==> config.mk <==
export PLATFORM = sky130hd
export DESIGN_NAME = gtoc_ctrl
export DESIGN_NICKNAME = d
export VERILOG_FILES = /design/src/inc/gtoc_pkg.sv /design/src/rtl/gtoc_locate.sv /design/src/rtl/gtoc_ctrl.sv
export VERILOG_INCLUDE_DIRS = /design/src /design/src/inc
export SDC_FILE = /design/constraint.sdc
export NUM_CORES = 1
export LEC_CHECK = 0
export BUFFER_PORTS_ARGS = -buffer_cell sky130_fd_sc_hd__buf_2
export CAP_MARGIN = 40
export CORE_MARGIN = 2
export CORE_UTILIZATION = 60
export DETAILED_ROUTE_END_ITERATION = 10
export PLACE_DENSITY = 0.8
export SLEW_MARGIN = 40
export SYNTH_ARGS = -nofsm -noshare
export SYNTH_HDL_FRONTEND = slang
export SYNTH_SLANG_ARGS = --single-unit
==> constraint.sdc <==
create_clock -name pclk -period 19.21 [get_ports pclk]
set_clock_uncertainty 0.2 [all_clocks]
set_input_delay 0.9605 -clock pclk [delete_from_list [all_inputs] [get_ports pclk]]
set_output_delay 0.9605 -clock pclk [all_outputs]
set_load 0.01 [all_outputs]
==> src/inc/gtoc_defs.svh <==
/*
  Constants of the genlock timing offset control block: register offsets,
  field positions, reset values and timing counts.
  Assumes a 32-bit APB slave clocked by pclk at 25 MHz.
*/
//
// Function
// standard is set by software, NTSC or PAL-B; never auto-detected
// genlock mode picks locked-to-reference or free running
// frame offset 0-1 NTSC, 0-3 PAL-B, default zero
// line offset 0-524 NTSC, 0-624 PAL-B, default zero
// pixel offset in half pixels, up to 857.5 / 863.5, default zero
// AES frame offset 0-4 in NTSC only; PAL-B forces zero
// recall defaults sets every offset to zero for the standard
// locate flashes link and setup LEDs three times, then long off
// status shows standard, mode, reference, colour and AES lock
// remote lockout jumper gates remote configuration writes
// module and input names stored in on-block memory
// jumper local rejects config writes, lights lockout LED, reads stay
// output timing counts on the 27 MHz reference clock
// pulse stream carries field pulse, frame, colour frame, AES bits
// frame, line, pixel offsets merge into one total delay
`ifndef GTOC_DEFS_SVH
`define GTOC_DEFS_SVH

// register byte addresses
`define GTOC_CTRL_ADDR 12'h000
`define GTOC_FRAME_OFS_ADDR 12'h004
`define GTOC_LINE_OFS_ADDR 12'h008
`define GTOC_PIXEL_OFS_ADDR 12'h00c
`define GTOC_AES_OFS_ADDR 12'h010
`define GTOC_STATUS_ADDR 12'h014
`define GTOC_IRQ_STAT_ADDR 12'h018
`define GTOC_IRQ_MASK_ADDR 12'h01c
`define GTOC_DELAY_ADDR 12'h020
`define GTOC_NAME_BASE 12'h100
`define GTOC_NAME_END 12'h17f

// control fields
`define GTOC_CTRL_STD_BIT 0
`define GTOC_CTRL_GENLOCK_BIT 1
`define GTOC_CTRL_LOCATE_BIT 2
`define GTOC_CTRL_RECALL_BIT 3
`define GTOC_CTRL_RESET 32'h0000_0002

// status fields
`define GTOC_ST_STD_BIT 0
`define GTOC_ST_GENLOCK_BIT 1
`define GTOC_ST_REF_PRES_BIT 2
`define GTOC_ST_REF_LOCK_BIT 3
`define GTOC_ST_CF_LOCK_BIT 4
`define GTOC_ST_AES_LOCK_BIT 5
`define GTOC_ST_LOCKOUT_BIT 6

// interrupt status bits
`define GTOC_IRQ_REF_LOST 0
`define GTOC_IRQ_LOCK_CHG 1
`define GTOC_IRQ_REJECT 2

// offset limits
`define GTOC_FRAME_MAX_NTSC 2'd1
`define GTOC_FRAME_MAX_PAL 2'd3
`define GTOC_LINE_MAX_NTSC 10'd524
`define GTOC_LINE_MAX_PAL 10'd624
`define GTOC_HPIX_MAX_NTSC 11'd1715
`define GTOC_HPIX_MAX_PAL 11'd1727
`define GTOC_AES_MAX_NTSC 3'd4
`define GTOC_LINES_NTSC 19'd525
`define GTOC_LINES_PAL 19'd625
`define GTOC_HPIX_NTSC 32'd1716
`define GTOC_HPIX_PAL 32'd1728
`define GTOC_OFS_RESET 32'h0000_0000

// locate blink timing in ms, pclk rate in kHz
`define GTOC_BLINK_ON_MS 200
`define GTOC_BLINK_OFF_MS 1200
`define GTOC_CLK_KHZ 25000

`endif

==> src/inc/gtoc_pkg.sv <==
/*
  Types of the genlock timing offset control block.
  Assumes gtoc_defs.svh supplies the numeric constants.
*/
package gtoc_pkg;
  typedef enum logic [0:0] {
    gtoc_std_ntsc = 1'b0,
    gtoc_std_pal = 1'b1
  } gtoc_std_t;

  typedef enum logic [3:0] {
    gtoc_loc_idle = 4'b0001,
    gtoc_loc_on = 4'b0010,
    gtoc_loc_gap = 4'b0100,
    gtoc_loc_rest = 4'b1000
  } gtoc_loc_t;
endpackage : gtoc_pkg

==> src/rtl/gtoc_locate.sv <==
/*
  Locate blinker: three on flashes then a long off interval, repeating.
  Assumes enable comes from pclk-domain logic.
*/
`timescale 1ns/100ps
`default_nettype none
`include "gtoc_defs.svh"
module gtoc_locate #(
  parameter int ON_CYCLES = `GTOC_BLINK_ON_MS * `GTOC_CLK_KHZ,
  parameter int OFF_CYCLES = `GTOC_BLINK_OFF_MS * `GTOC_CLK_KHZ
) (
  // clock and reset
  input wire logic pclk,
  input wire logic presetn,
  // control
  input wire logic enable,
  // led drive
  output logic blink
);
  import gtoc_pkg::*;

  gtoc_loc_t state;
  gtoc_loc_t next_state;
  logic [31:0] count;
  logic [31:0] next_count;
  logic [1:0] flashes;
  logic [1:0] next_flashes;
  logic next_blink;

  ////////////////////////////////////////////////////////////////////////
  // flash sequencer
  always_comb begin
    next_state = state;
    next_count = count + 32'd1;
    next_flashes = flashes;
    next_blink = 1'b0;
    unique case (state)
      gtoc_loc_idle: begin
        next_count = 32'd0;
        next_flashes = 2'd0;
        if (enable) begin
          next_state = gtoc_loc_on;
        end
      end
      gtoc_loc_on: begin
        next_blink = 1'b1;
        if (count >= ON_CYCLES - 1) begin
          next_count = 32'd0;
          next_flashes = flashes + 2'd1;
          next_state = (flashes == 2'd2) ? gtoc_loc_rest : gtoc_loc_gap;
        end
      end
      gtoc_loc_gap: begin
        if (count >= ON_CYCLES - 1) begin
          next_count = 32'd0;
          next_state = gtoc_loc_on;
        end
      end
      gtoc_loc_rest: begin
        // long dark interval marks the end of a group
        if (count >= OFF_CYCLES - 1) begin
          next_count = 32'd0;
          next_flashes = 2'd0;
          next_state = gtoc_loc_on;
        end
      end
      default: begin
        next_state = gtoc_loc_idle;
      end
    endcase
    if (!enable) begin
      next_state = gtoc_loc_idle;
      next_blink = 1'b0;
    end
  end

  always_ff @(posedge pclk or negedge presetn) begin
    if (!presetn) begin
      state <= gtoc_loc_idle;
      count <= 32'd0;
      flashes <= 2'd0;
      blink <= 1'b0;
    end else begin
      state <= next_state;
      count <= next_count;
      flashes <= next_flashes;
      blink <= next_blink;
    end
  end
endmodule : gtoc_locate
`default_nettype wire

==> src/rtl/gtoc_ctrl.sv <==
/*
  Genlock timing offset control: APB register file, offset clamping,
  total delay, status, interrupts, names memory and indicators.
  Assumes analog lock logic drives the ref/lock inputs asynchronously and
  the timing generator consumes total_delay and offsets on the 27 MHz side.
*/
// The implementer's own choices: register access over APB and the address map.
`timescale 1ns/100ps
`default_nettype none
`include "gtoc_defs.svh"
module gtoc_ctrl #(
  parameter int NAME_WORDS = 32,
  parameter int BLINK_ON = `GTOC_BLINK_ON_MS * `GTOC_CLK_KHZ,
  parameter int BLINK_OFF = `GTOC_BLINK_OFF_MS * `GTOC_CLK_KHZ
) (
  // apb slave
  input wire logic pclk,
  input wire logic presetn,
  input wire logic psel,
  input wire logic penable,
  input wire logic pwrite,
  input wire logic [11:0] paddr,
  input wire logic [31:0] pwdata,
  output logic [31:0] prdata,
  output logic pready,
  output logic pslverr,
  // asynchronous pins
  input wire logic remote_lockout_jumper,
  input wire logic ref_present_in,
  input wire logic ref_locked_in,
  input wire logic colour_lock_in,
  input wire logic aes_lock_in,
  // timing generator settings
  output gtoc_pkg::gtoc_std_t std_sel,
  output logic genlock_en,
  output logic [1:0] frame_offset,
  output logic [9:0] line_offset,
  output logic [10:0] half_pixel_offset,
  output logic [2:0] aes_offset,
  output logic [31:0] total_delay,
  // indicators
  output logic link_activity_led,
  output logic setup_in_progress_led,
  output logic lockout_led,
  output logic irq
);
  import gtoc_pkg::*;

  ////////////////////////////////////////////////////////////////////////
  // pin synchronisers, two stages each
  logic [4:0] pin_meta;
  logic [4:0] pin_sync;
  always_ff @(posedge pclk or negedge presetn) begin
    if (!presetn) begin
      pin_meta <= 5'h00;
      pin_sync <= 5'h00;
    end else begin
      pin_meta <= {remote_lockout_jumper, ref_present_in, ref_locked_in,
                   colour_lock_in, aes_lock_in};
      pin_sync <= pin_meta;
    end
  end
  logic local_mode;
  logic ref_pres;
  logic ref_lock;
  logic cf_lock;
  logic aes_lock;
  // jumper high means local position
  assign local_mode = pin_sync[4];
  assign ref_pres = pin_sync[3];
  assign ref_lock = pin_sync[2];
  assign cf_lock = pin_sync[1];
  assign aes_lock = pin_sync[0];

  ////////////////////////////////////////////////////////////////////////
  // clamp helpers, each used on write and on standard change
  function automatic logic [1:0] clamp_frame(input logic [31:0] v, input gtoc_std_t s);
    logic [1:0] lim;
    lim = (s == gtoc_std_pal) ? `GTOC_FRAME_MAX_PAL : `GTOC_FRAME_MAX_NTSC;
    clamp_frame = (v > {30'd0, lim}) ? lim : v[1:0];
  endfunction : clamp_frame

  function automatic logic [9:0] clamp_line(input logic [31:0] v, input gtoc_std_t s);
    logic [9:0] lim;
    lim = (s == gtoc_std_pal) ? `GTOC_LINE_MAX_PAL : `GTOC_LINE_MAX_NTSC;
    clamp_line = (v > {22'd0, lim}) ? lim : v[9:0];
  endfunction : clamp_line

  function automatic logic [10:0] clamp_pix(input logic [31:0] v, input gtoc_std_t s);
    logic [10:0] lim;
    lim = (s == gtoc_std_pal) ? `GTOC_HPIX_MAX_PAL : `GTOC_HPIX_MAX_NTSC;
    clamp_pix = (v > {21'd0, lim}) ? lim : v[10:0];
  endfunction : clamp_pix

  function automatic logic [2:0] clamp_aes(input logic [31:0] v, input gtoc_std_t s);
    // pal carries no adjustable aes phase
    if (s == gtoc_std_pal) begin
      clamp_aes = 3'd0;
    end else begin
      clamp_aes = (v > {29'd0, `GTOC_AES_MAX_NTSC}) ? `GTOC_AES_MAX_NTSC : v[2:0];
    end
  endfunction : clamp_aes

  ////////////////////////////////////////////////////////////////////////
  // apb decode; zero wait states
  logic wr_acc;
  logic cfg_addr;
  logic name_addr;
  logic mapped;
  logic cfg_wr;
  assign pready = 1'b1;
  assign wr_acc = psel && penable && pwrite;
  assign name_addr = (paddr >= `GTOC_NAME_BASE) && (paddr <= `GTOC_NAME_END);
  assign cfg_addr = (paddr == `GTOC_CTRL_ADDR) || (paddr == `GTOC_FRAME_OFS_ADDR) ||
                    (paddr == `GTOC_LINE_OFS_ADDR) || (paddr == `GTOC_PIXEL_OFS_ADDR) ||
                    (paddr == `GTOC_AES_OFS_ADDR) || name_addr;
  assign mapped = cfg_addr || (paddr == `GTOC_STATUS_ADDR) ||
                  (paddr == `GTOC_IRQ_STAT_ADDR) || (paddr == `GTOC_IRQ_MASK_ADDR) ||
                  (paddr == `GTOC_DELAY_ADDR);
  // configuration write only accepted with the jumper in remote
  assign cfg_wr = wr_acc && cfg_addr && !local_mode;
  assign pslverr = psel && penable && (!mapped || (wr_acc && cfg_addr && local_mode));

  ////////////////////////////////////////////////////////////////////////
  // settings registers
  logic next_std_pal;
  logic next_genlock;
  logic next_locate;
  logic [1:0] next_frame;
  logic [9:0] next_line;
  logic [10:0] next_hpix;
  logic [2:0] next_aes;
  logic locate_en;
  logic std_pal;
  gtoc_std_t std_new;
  always_comb begin
    next_std_pal = std_pal;
    next_genlock = genlock_en;
    next_locate = locate_en;
    next_frame = frame_offset;
    next_line = line_offset;
    next_hpix = half_pixel_offset;
    next_aes = aes_offset;
    if (cfg_wr && paddr == `GTOC_CTRL_ADDR) begin
      next_std_pal = pwdata[`GTOC_CTRL_STD_BIT];
      next_genlock = pwdata[`GTOC_CTRL_GENLOCK_BIT];
      next_locate = pwdata[`GTOC_CTRL_LOCATE_BIT];
    end
    std_new = next_std_pal ? gtoc_std_pal : gtoc_std_ntsc;
    // re-clamp on standard change so limits never go stale
    next_frame = clamp_frame({30'd0, next_frame}, std_new);
    next_line = clamp_line({22'd0, next_line}, std_new);
    next_hpix = clamp_pix({21'd0, next_hpix}, std_new);
    next_aes = clamp_aes({29'd0, next_aes}, std_new);
    if (cfg_wr) begin
      if (paddr == `GTOC_FRAME_OFS_ADDR) begin
        next_frame = clamp_frame(pwdata, std_new);
      end
      if (paddr == `GTOC_LINE_OFS_ADDR) begin
        next_line = clamp_line(pwdata, std_new);
      end
      if (paddr == `GTOC_PIXEL_OFS_ADDR) begin
        next_hpix = clamp_pix(pwdata, std_new);
      end
      if (paddr == `GTOC_AES_OFS_ADDR) begin
        next_aes = clamp_aes(pwdata, std_new);
      end
    end
    if (cfg_wr && paddr == `GTOC_CTRL_ADDR && pwdata[`GTOC_CTRL_RECALL_BIT]) begin
      next_frame = 2'd0;
      next_line = 10'd0;
      next_hpix = 11'd0;
      next_aes = 3'd0;
    end
  end

  always_ff @(posedge pclk or negedge presetn) begin
    if (!presetn) begin
      std_pal <= 1'b0;
      genlock_en <= 1'b1;
      locate_en <= 1'b0;
      frame_offset <= 2'd0;
      line_offset <= 10'd0;
      half_pixel_offset <= 11'd0;
      aes_offset <= 3'd0;
    end else begin
      std_pal <= next_std_pal;
      genlock_en <= next_genlock;
      locate_en <= next_locate;
      frame_offset <= next_frame;
      line_offset <= next_line;
      half_pixel_offset <= next_hpix;
      aes_offset <= next_aes;
    end
  end
  assign std_sel = std_pal ? gtoc_std_pal : gtoc_std_ntsc;

  ////////////////////////////////////////////////////////////////////////
  // total delay in half-pixel units of the 27 MHz timebase
  logic [31:0] next_total;
  logic [31:0] lines_fr;
  logic [31:0] hpix_ln;
  always_comb begin
    lines_fr = std_pal ? {13'd0, `GTOC_LINES_PAL} : {13'd0, `GTOC_LINES_NTSC};
    hpix_ln = std_pal ? `GTOC_HPIX_PAL : `GTOC_HPIX_NTSC;
    // one sum keeps the whole pulse stream moving together
    next_total = (({30'd0, frame_offset} * lines_fr + {22'd0, line_offset}) * hpix_ln)
                 + {21'd0, half_pixel_offset};
  end
  always_ff @(posedge pclk or negedge presetn) begin
    if (!presetn) begin
      total_delay <= 32'd0;
    end else begin
      total_delay <= next_total;
    end
  end

  ////////////////////////////////////////////////////////////////////////
  // names memory; kept on the block, not reset
  logic [31:0] name_mem [NAME_WORDS];
  logic [4:0] name_idx;
  assign name_idx = paddr[6:2];
  always_ff @(posedge pclk) begin
    if (cfg_wr && name_addr) begin
      name_mem[name_idx] <= pwdata;
    end
  end

  ////////////////////////////////////////////////////////////////////////
  // interrupts: sticky, write one to clear, set beats clear
  logic [2:0] irq_stat;
  logic [2:0] irq_mask;
  logic [2:0] next_stat;
  logic [2:0] next_mask;
  logic [2:0] ev;
  logic ref_lock_d;
  logic ref_pres_d;
  always_comb begin
    ev[`GTOC_IRQ_REF_LOST] = ref_pres_d && !ref_pres;
    ev[`GTOC_IRQ_LOCK_CHG] = ref_lock_d != ref_lock;
    ev[`GTOC_IRQ_REJECT] = wr_acc && cfg_addr && local_mode;
    next_stat = irq_stat;
    next_mask = irq_mask;
    if (wr_acc && paddr == `GTOC_IRQ_STAT_ADDR) begin
      next_stat = irq_stat & ~pwdata[2:0];
    end
    if (wr_acc && paddr == `GTOC_IRQ_MASK_ADDR) begin
      next_mask = pwdata[2:0];
    end
    next_stat = next_stat | ev;
  end
  always_ff @(posedge pclk or negedge presetn) begin
    if (!presetn) begin
      irq_stat <= 3'd0;
      irq_mask <= 3'd0;
      ref_lock_d <= 1'b0;
      ref_pres_d <= 1'b0;
      irq <= 1'b0;
    end else begin
      irq_stat <= next_stat;
      irq_mask <= next_mask;
      ref_lock_d <= ref_lock;
      ref_pres_d <= ref_pres;
      irq <= |(next_stat & next_mask);
    end
  end

  ////////////////////////////////////////////////////////////////////////
  // read mux, registered
  logic [31:0] status_word;
  logic [31:0] next_rdata;
  always_comb begin
    status_word = 32'd0;
    status_word[`GTOC_ST_STD_BIT] = std_pal;
    status_word[`GTOC_ST_GENLOCK_BIT] = genlock_en;
    status_word[`GTOC_ST_REF_PRES_BIT] = ref_pres;
    status_word[`GTOC_ST_REF_LOCK_BIT] = ref_lock && genlock_en;
    status_word[`GTOC_ST_CF_LOCK_BIT] = cf_lock && genlock_en;
    status_word[`GTOC_ST_AES_LOCK_BIT] = aes_lock && genlock_en;
    status_word[`GTOC_ST_LOCKOUT_BIT] = local_mode;
    next_rdata = 32'd0;
    if (psel && !penable && !pwrite) begin
      if (name_addr) begin
        next_rdata = name_mem[name_idx];
      end else begin
        unique case (paddr)
          `GTOC_CTRL_ADDR: next_rdata = {28'd0, 1'b0, locate_en, genlock_en, std_pal};
          `GTOC_FRAME_OFS_ADDR: next_rdata = {30'd0, frame_offset};
          `GTOC_LINE_OFS_ADDR: next_rdata = {22'd0, line_offset};
          `GTOC_PIXEL_OFS_ADDR: next_rdata = {21'd0, half_pixel_offset};
          `GTOC_AES_OFS_ADDR: next_rdata = {29'd0, aes_offset};
          `GTOC_STATUS_ADDR: next_rdata = status_word;
          `GTOC_IRQ_STAT_ADDR: next_rdata = {29'd0, irq_stat};
          `GTOC_IRQ_MASK_ADDR: next_rdata = {29'd0, irq_mask};
          `GTOC_DELAY_ADDR: next_rdata = total_delay;
          default: next_rdata = 32'd0;
        endcase
      end
    end else if (psel && penable) begin
      next_rdata = prdata;
    end
  end
  always_ff @(posedge pclk or negedge presetn) begin
    if (!presetn) begin
      prdata <= 32'd0;
    end else begin
      prdata <= next_rdata;
    end
  end

  ////////////////////////////////////////////////////////////////////////
  // indicators
  logic blink;
  gtoc_locate #(
    .ON_CYCLES(BLINK_ON),
    .OFF_CYCLES(BLINK_OFF)
  ) u_locate (
    .pclk(pclk),
    .presetn(presetn),
    .enable(locate_en),
    .blink(blink)
  );
  always_ff @(posedge pclk or negedge presetn) begin
    if (!presetn) begin
      link_activity_led <= 1'b0;
      setup_in_progress_led <= 1'b0;
      lockout_led <= 1'b0;
    end else begin
      link_activity_led <= blink || (psel && !locate_en);
      setup_in_progress_led <= blink;
      lockout_led <= local_mode;
    end
  end
endmodule : gtoc_ctrl
`default_nettype wire

==> results of run 1 <==
[report_power, final]
group	switching [W]	internal [W]	leakage, nW	total, W
Sequential	0.0000382	0.00284	11.1	0.00288
Clock	0.000982	0.00127	1.79	0.00226
Combinational	0.00136	0.000946	6.63	0.00231
[metal layers]
layer / track usage (%) / vias up / share of wire [%]
li1: - / 11300 / -
met1: 44.4 / 14800 / 34
met2: 52.9 / 2406 / 47
met3: 9.11 / 481 / 13
met4: 17.0 / 8 / 5.4
met5: 0.340 / - / 0.055
[cells by family after synthesis]
family / count (synthesis) / synth area share [%]
flip-flops: 1171 / 69.4
AND/OR/NAND/NOR: 429 / 4.16
AO/OA/AOI/OAI: 327 / 4.51
multiplexers: 324 / 13.5
buffers and inverters: 257 / 2.10
adder cells (fa/ha/maj): 177 / 5.30
XOR/XNOR: 58 / 1.02
other: 2 / 0.0151
[stage by stage]
stage	total power [W]	std cells	setup WS (ps)	utilization (%)
2_1_floorplan	0.00461	2752	11940	-
3_3_place_gp	0.00508	3896	11090	63.3
3_5_place_dp	0.00518	3897	11280	63.4
4_1_cts	0.00741	4103	11220	68.0
5_1_grt	0.00782	4106	10660	68.1
6_report	0.00744	4107	11170	68.1
[area by class of cell]
class | instances | area (um2) | share of cell area, %
inverters | 123 | 462 | 0.827
repair buffers | 211 | 1350 | 2.41
multi-input cells | 1324 | 14500 | 26.0
well taps | 1070 | 1340 | 2.40
diodes | 2 | 5.00 | 0.00897
clock inverters | 76 | 892 | 1.60
flip-flops and latches | 1171 | 34400 | 61.7
clock buffers | 130 | 2830 | 5.07
[cells in the mapped netlist, types with 4 or more instances]
cell type  instances
xnor2_1           31
mux2_2            22
buf_4             11
a2111oi_0         14
edfxtp_1        1024
o31ai_1            8
ha_1             122
xor2_1            27
or2_2              7
a211o_1            4
nand3_1           28
buf_2             23
a22oi_1           14
nor2b_1           17
and4_1             5
o21ai_0           63
clkbuf_1          79
nand2b_1          11
a221oi_1          11
fa_1              55
a221o_1           13
mux2i_1           28
o22ai_1           66
mux4_2           274
a31oi_1            9
nand2_1           91
nor3_1            36
a21oi_1           47
dfrtp_1          145
nor2_1           151
and3_1             4
and2_1            17
or3_1             12
nor4_1            15
buf_1             20
inv_1            122
a211oi_1          10
o21bai_1           4
nand4_1           18
a21o_1            16
o21a_1             7
a22o_1             7
a32oi_1            4
[flip-flops by register name, summed over array words and instances, names as in the netlist, 2 cells and up]
| name | cells |
|---|---|
| name_mem | 1024 |
| aes_offset | 3 |
| pin_sync | 5 |
| u_locate.count | 32 |
| frame_offset | 2 |
| irq_stat | 3 |
| half_pixel_offset | 11 |
| u_locate.state | 4 |
| u_locate.flashes | 2 |
| line_offset | 10 |
| prdata | 32 |
| irq_mask | 3 |
| pin_meta | 5 |
| total_delay | 25 |
[worst paths after layout]
kind / start / to / slack, ps / cells past startpoint
worst max-delay path: std_pal$_DFF_PN0_ / total_delay[23]$_DFF_PN0_ / 11170 / 26
worst min-delay path: presetn / u_locate.count[28]$_DFF_PN0_ / 120 / 1
worst max register to register: std_pal$_DFF_PN0_ / total_delay[23]$_DFF_PN0_ / 11170 / 26
worst min register to register: pin_meta[2]$_DFF_PN0_ / pin_sync[2]$_DFF_PN0_ / 150 / 0
max in group asynchronous: presetn / prdata[20]$_DFFE_PN0P_ / 17540 / 2
min in group pclk: pin_meta[2]$_DFF_PN0_ / pin_sync[2]$_DFF_PN0_ / 150 / 0
==> impl_metrics.tcl, run 1 <==
set metrics [dict create \
    finalHoldViolCount 0 \
    io_buffer_count 143 \
    fmax_ghz 0.124 \
    max-slew-margin-rel_pct 36.1 \
    arrival_ps 8420 \
    slowest_delay_ps 720 \
    final_area_mm2 0.0558 \
    synth_top_flop_cell "edfxtp_1" \
    drv_cap 0 \
    synth-warning-count 0 \
    clkSinkCount 1171 \
    grt_pass1_wl_mm 206 \
    dp_hpwl_mm 79.3 \
    cp_data_required_time_ps 19590 \
    slowest_stage "dfrtp_2" \
    ys_top_cells_by_area "edfxtp_1, mux4_2, dfrtp_1, ha_1, fa_1" \
    syn_inst 2745 \
    syn_to_final_growth_pct 12.5 \
    path_class "flop to flop" \
    power_density_mw_per_mm2 133 \
    syn_avg_cell_area_um2 18.1 \
    drtAntennaViolNets 0 \
    die_w_um 292 \
    ctsHoldBuffers 0 \
    final_cell_mix "edfxtp_1, mux4_2, dfrtp_1" \
    die_h_um 292 \
    grt_pass1_vias 29600 \
    wire_per_inst_um 34.6 \
    gp_congestion 0.918 \
    synth_edf_count 1024 \
    antenna_found_initial 6 \
    hold_path_class "input pin to async pin" \
    grt_usage_pct 33.8 \
    crit_family "adder cells" \
    critPathCaptureType "flop" \
    routed_wirelength_mm 142 \
    start_util_pct 60.5 \
    synth_cell_types 76 \
    final_nets 3171 \
    grt_max_degree 98 \
    irDropWorstVdd_uv 243 \
    tns_ps 0 \
    die_area_mm2 0.0850 \
    cts_setup_buffers 0 \
    initialDrtViolationCount 4348 \
    status "completed" \
    firstDrtPassIters 6 \
    grt-ovfl-total 0 \
    root_buffer "clkbuf_16" \
    drive_gt1_share_pct 24.3 \
    numCtsBuffers 109 \
    ys_ff_latch 1171 \
    netlist.top_cell.by_area "edfxtp_1" \
    hold_slack_ps 119 \
    rsz0062_at_grt "no" \
    synth_top_area_share_pct 62.0 \
    cts_tree "done" \
    vias 29000 \
    synthesis.area_mm2 0.0496 \
    layout_worst_path_cycle_share_pct 41.9 \
    n_fill_cell 5004 \
    vias_per_cell 7.06 \
    synth-async-reset-ratio_pct 12.6 \
    clk_path_buf_depth 3 \
    ios 152 \
    setup_violations 0 \
    synth-seq-area-share_pct 69.4 \
    cts_resized 0 \
    p_leak_nw 19.6 \
    coreArea_mm2 0.0820 \
    cp_max_fo 36 \
    cts_max_level 3 \
    period_minus_slack_ps 8040 \
    path_buf_inv 5 \
    drc 0 \
    cts.clk_slew.worst_paths_ps 60 \
    worst_slew_pin_slew_ps 949 \
    dpl_cell_area_mm2 0.0520 \
    mostFrequentLayoutCell "edfxtp_1" \
    std_cell_rows 105 \
    worstSkewPairLatency_ps 710 \
    critPathLaunchType "flop" \
    drv_slew 0 \
]
Power figures use the tool's default switching activity.
==> run 2, diff against run 1 <==
--- a/config.mk
+++ b/config.mk
@@ -6,12 +6,13 @@
 export SDC_FILE = /design/constraint.sdc
 export NUM_CORES = 1
 export LEC_CHECK = 0
+export ABC_AREA = 1
 export BUFFER_PORTS_ARGS = -buffer_cell sky130_fd_sc_hd__buf_2
 export CAP_MARGIN = 40
 export CORE_MARGIN = 2
-export CORE_UTILIZATION = 60
+export CORE_UTILIZATION = 56
 export DETAILED_ROUTE_END_ITERATION = 10
-export PLACE_DENSITY = 0.8
+export PLACE_DENSITY = 0.79
 export SLEW_MARGIN = 40
 export SYNTH_ARGS = -nofsm -noshare
 export SYNTH_HDL_FRONTEND = slang
==> constraint.sdc (replaced) <==
create_clock -name pclk -period 6.8 [get_ports pclk]
set_clock_uncertainty 0.2 [all_clocks]
set_input_delay 0.34 -clock pclk [delete_from_list [all_inputs] [get_ports pclk]]
set_output_delay 0.34 -clock pclk [all_outputs]
set_load 0.01 [all_outputs]
==> impl_metrics.tcl, run 2 <==
set metrics [dict create \
    yosys-top-cells-count "edfxtp_1, o22ai_1, o21ai_0" \
    firstDrtPassIters 8 \
    drive_gt1_share_pct 15.6 \
    top_register "name_mem" \
    synth-async-reset-ratio_pct 12.6 \
    status "completed" \
    setup_violations 0 \
    synth-warning-count 0 \
    max-slew-margin-rel_pct 32.5 \
    n_fill_cell 5767 \
    initialDrtViolationCount 4744 \
    grt-ovfl-total 0 \
    hold_path_class "input pin to flop" \
    dp_hpwl_mm 82.8 \
    antenna_found_initial 10 \
    ys_ff_latch 1171 \
    grt_pass1_wl_mm 202 \
    p_leak_nw 20.3 \
    reg2reg_depth 30 \
    tns_ps 0 \
    critical_path.startpoint "std_pal$_DFF_PN0_" \
    cts_max_level 3 \
    grt_max_degree 126 \
    die_w_um 299 \
    cts_tree "done" \
    critPathCaptureType "flop" \
    synth.most_common_cell "edfxtp_1" \
    drtAntennaViolNets 0 \
    synthesis.area_mm2 0.0486 \
    timing.critical_path.mode_cell "fa_1" \
    final_nets 4101 \
    period_minus_slack_ps 6790 \
    wire_per_inst_um 27.0 \
    cp_max_fo 6 \
    worst_slew_pin_slew_ps 1000 \
    crit_family "adder cells" \
    largest_reg_flops 1024 \
    syn_inst 3591 \
    cp_data_required_time_ps 7190 \
    io_buffer_count 143 \
    syn_avg_cell_area_um2 13.5 \
    final_area_mm2 0.0562 \
    synth_cell_types 61 \
    finalHoldViolCount 0 \
    power_density_mw_per_mm2 257 \
    dpl_cell_area_mm2 0.0517 \
    regToRegStartpoint "std_pal$_DFF_PN0_" \
    slowest_stage "fa_1" \
    clkSinkCount 1171 \
    vias 33300 \
    drv_slew 0 \
    worstSkewPairLatency_ps 740 \
    root_buffer "clkbuf_16" \
    mostFrequentLayoutCell "edfxtp_1" \
    final_cell_mix "edfxtp_1, o22ai_1, o21ai_0" \
    drv_cap 0 \
    cts.clk_slew.worst_paths_ps 60 \
    die_h_um 299 \
    coreArea_mm2 0.0863 \
    syn_to_final_growth_pct 15.6 \
    slowest_delay_ps 580 \
    start_util_pct 56.3 \
    synth_top_flop_cell "edfxtp_1" \
    cp.depth 30 \
    layout_worst_path_cycle_share_pct 99.9 \
    vias_per_cell 6.49 \
    seq_power_share_pct 54.3 \
    synth_edf_count 1024 \
    path_buf_inv 4 \
    endpoint "total_delay[24]$_DFF_PN0_" \
    ios 152 \
    p_int_w 0.0113 \
    rsz0062_at_grt "yes" \
    path_class "flop to flop" \
    synth_top_area_share_pct 63.2 \
    switching_share_pct 22.0 \
    clockPowerShare_pct 41.3 \
    routed_wirelength_mm 139 \
    netlist.top_cell.by_area "edfxtp_1" \
    std_cell_rows 108 \
    critPathLaunchType "flop" \
    reg2reg_slack_ps 7 \
    grt_pass1_vias 32200 \
    numCtsBuffers 109 \
    reg.largest.list "name_mem: 1024 flops, prdata: 32 flops, u_locate.count: 32 flops" \
    ys_top_cells_by_area "edfxtp_1, dfrtp_1, o22ai_1, o21ai_0, ha_1" \
    arrival_ps 7180 \
    combPwrFrac_pct 4.4 \
    gp_congestion 0.958 \
    fmax_ghz 0.147 \
    drc 0 \
    synth-seq-area-share_pct 70.8 \
    die_area_mm2 0.0892 \
    p_sw_w 0.00318 \
    irDropWorstVdd_uv 229 \
    r2r-end "total_delay[24]$_DFF_PN0_" \
    clk_path_buf_depth 3 \
    grt_usage_pct 30.4 \
]
==> run 2: changes by cell type in the layout (fill, tap and decap cells not counted), moves of 44 or more <==
cell     previous run  this run
buf_4              60       117
inv_1             122       247
mux4_2            274         0
nand2_1            87       293
nand3_1            28       180
nand4_1            18        62
o21ai_0            63       301
o22ai_1            66       513
==> run 2: what timing repair did <==
item / 4_1_cts / 5_1_grt
pin swaps: 5 / 53
buffers inserted: 2 / 8
endpoints found under the setup margin: 4 / 12
resized for setup: 9 / 69
cloned: 0 / 0
hold buffers: 37 / 1
endpoints found under the hold margin: 993 / 8
==> run 2: worst min path at each step <==
| stage | from | to | slack [ps] | depth (start not counted) |
|---|---|---|---|---|
| floorplan | presetn | aes_offset[0]$_DFF_PN0_ | -160 | 0 |
| global placement | pin_meta[1]$_DFF_PN0_ | pin_sync[1]$_DFF_PN0_ | 130 | 0 |
| detailed placement | pin_meta[1]$_DFF_PN0_ | pin_sync[1]$_DFF_PN0_ | 140 | 0 |
| CTS | paddr[7] | prdata[17]$_DFFE_PN0P_ | 10 | 6 |
| global route | pwrite | prdata[14]$_DFFE_PN0P_ | 50 | 5 |
| finish | paddr[7] | prdata[17]$_DFFE_PN0P_ | 40 | 6 |
==> run 2: layout make-up <==
| cell class | instances | area, um2 | area share, % |
|---|---|---|---|
| antenna | 6 | 15.0 | 0.0267 |
| clock buffer | 139 | 2850 | 5.07 |
| clock inverter | 66 | 653 | 1.16 |
| inverter | 271 | 1030 | 1.83 |
| multi-input combinational | 1986 | 13100 | 23.3 |
| sequential | 1171 | 34400 | 61.3 |
| tap | 1155 | 1450 | 2.57 |
| timing repair buffer | 331 | 2670 | 4.75 |
==> run 2: routing by layer <==
layer  vias up  part of all wire, %  global-route usage, %
li1      14200                    -                      -
met1     16200                   35                   40.2
met2      2456                   46                   47.3
met3       476                   12                   6.46
met4         6                  6.2                   17.3
met5         -                0.024                      0
==> run 2: metrics by stage <==
stage / utilization, % / std cells / worst slack, ps / hold slack, ps / total power, W
floorplan: - / 3598 / 0.908 / -156 / 0.00828
global placement: 59.4 / 4842 / 46.8 / 135 / 0.00856
detailed placement: 59.9 / 4858 / -124 / 136 / 0.00858
CTS: 64.4 / 5102 / 7.09 / 13.2 / 0.0144
global route: 65.1 / 5124 / -231 / 53.2 / 0.0148
finish: 65.1 / 5125 / 6.67 / 42.7 / 0.0144
==> run 2: kinds of logic after synthesis <==
kind of cell | share of synthesized area (%)
flip-flops | 70.8
XOR/XNOR | 0.955
buffers and inverters | 3.69
other | 0.0154
AO/OA/AOI/OAI | 11.6
adder cells (fa/ha/maj) | 5.40
AND/OR/NAND/NOR | 7.48
==> run 2: tightest hold or removal path: stages <==
cell	delay (ps)
buf_2	160
nor2_2	140
nand3_1	90
nand2_1	50
nand2_1	50
nand2_1	40
==> run 2: power by group through the flow <==
stage | Clock (W) | Sequential (W) | Combinational, W
2_1_floorplan | 0 | 0.00800 | 0.000285
3_3_place_gp | 0 | 0.00800 | 0.000563
3_5_place_dp | 0 | 0.00800 | 0.000579
4_1_cts | 0.00598 | 0.00785 | 0.000603
5_1_grt | 0.00627 | 0.00784 | 0.000676
6_report | 0.00596 | 0.00785 | 0.000637
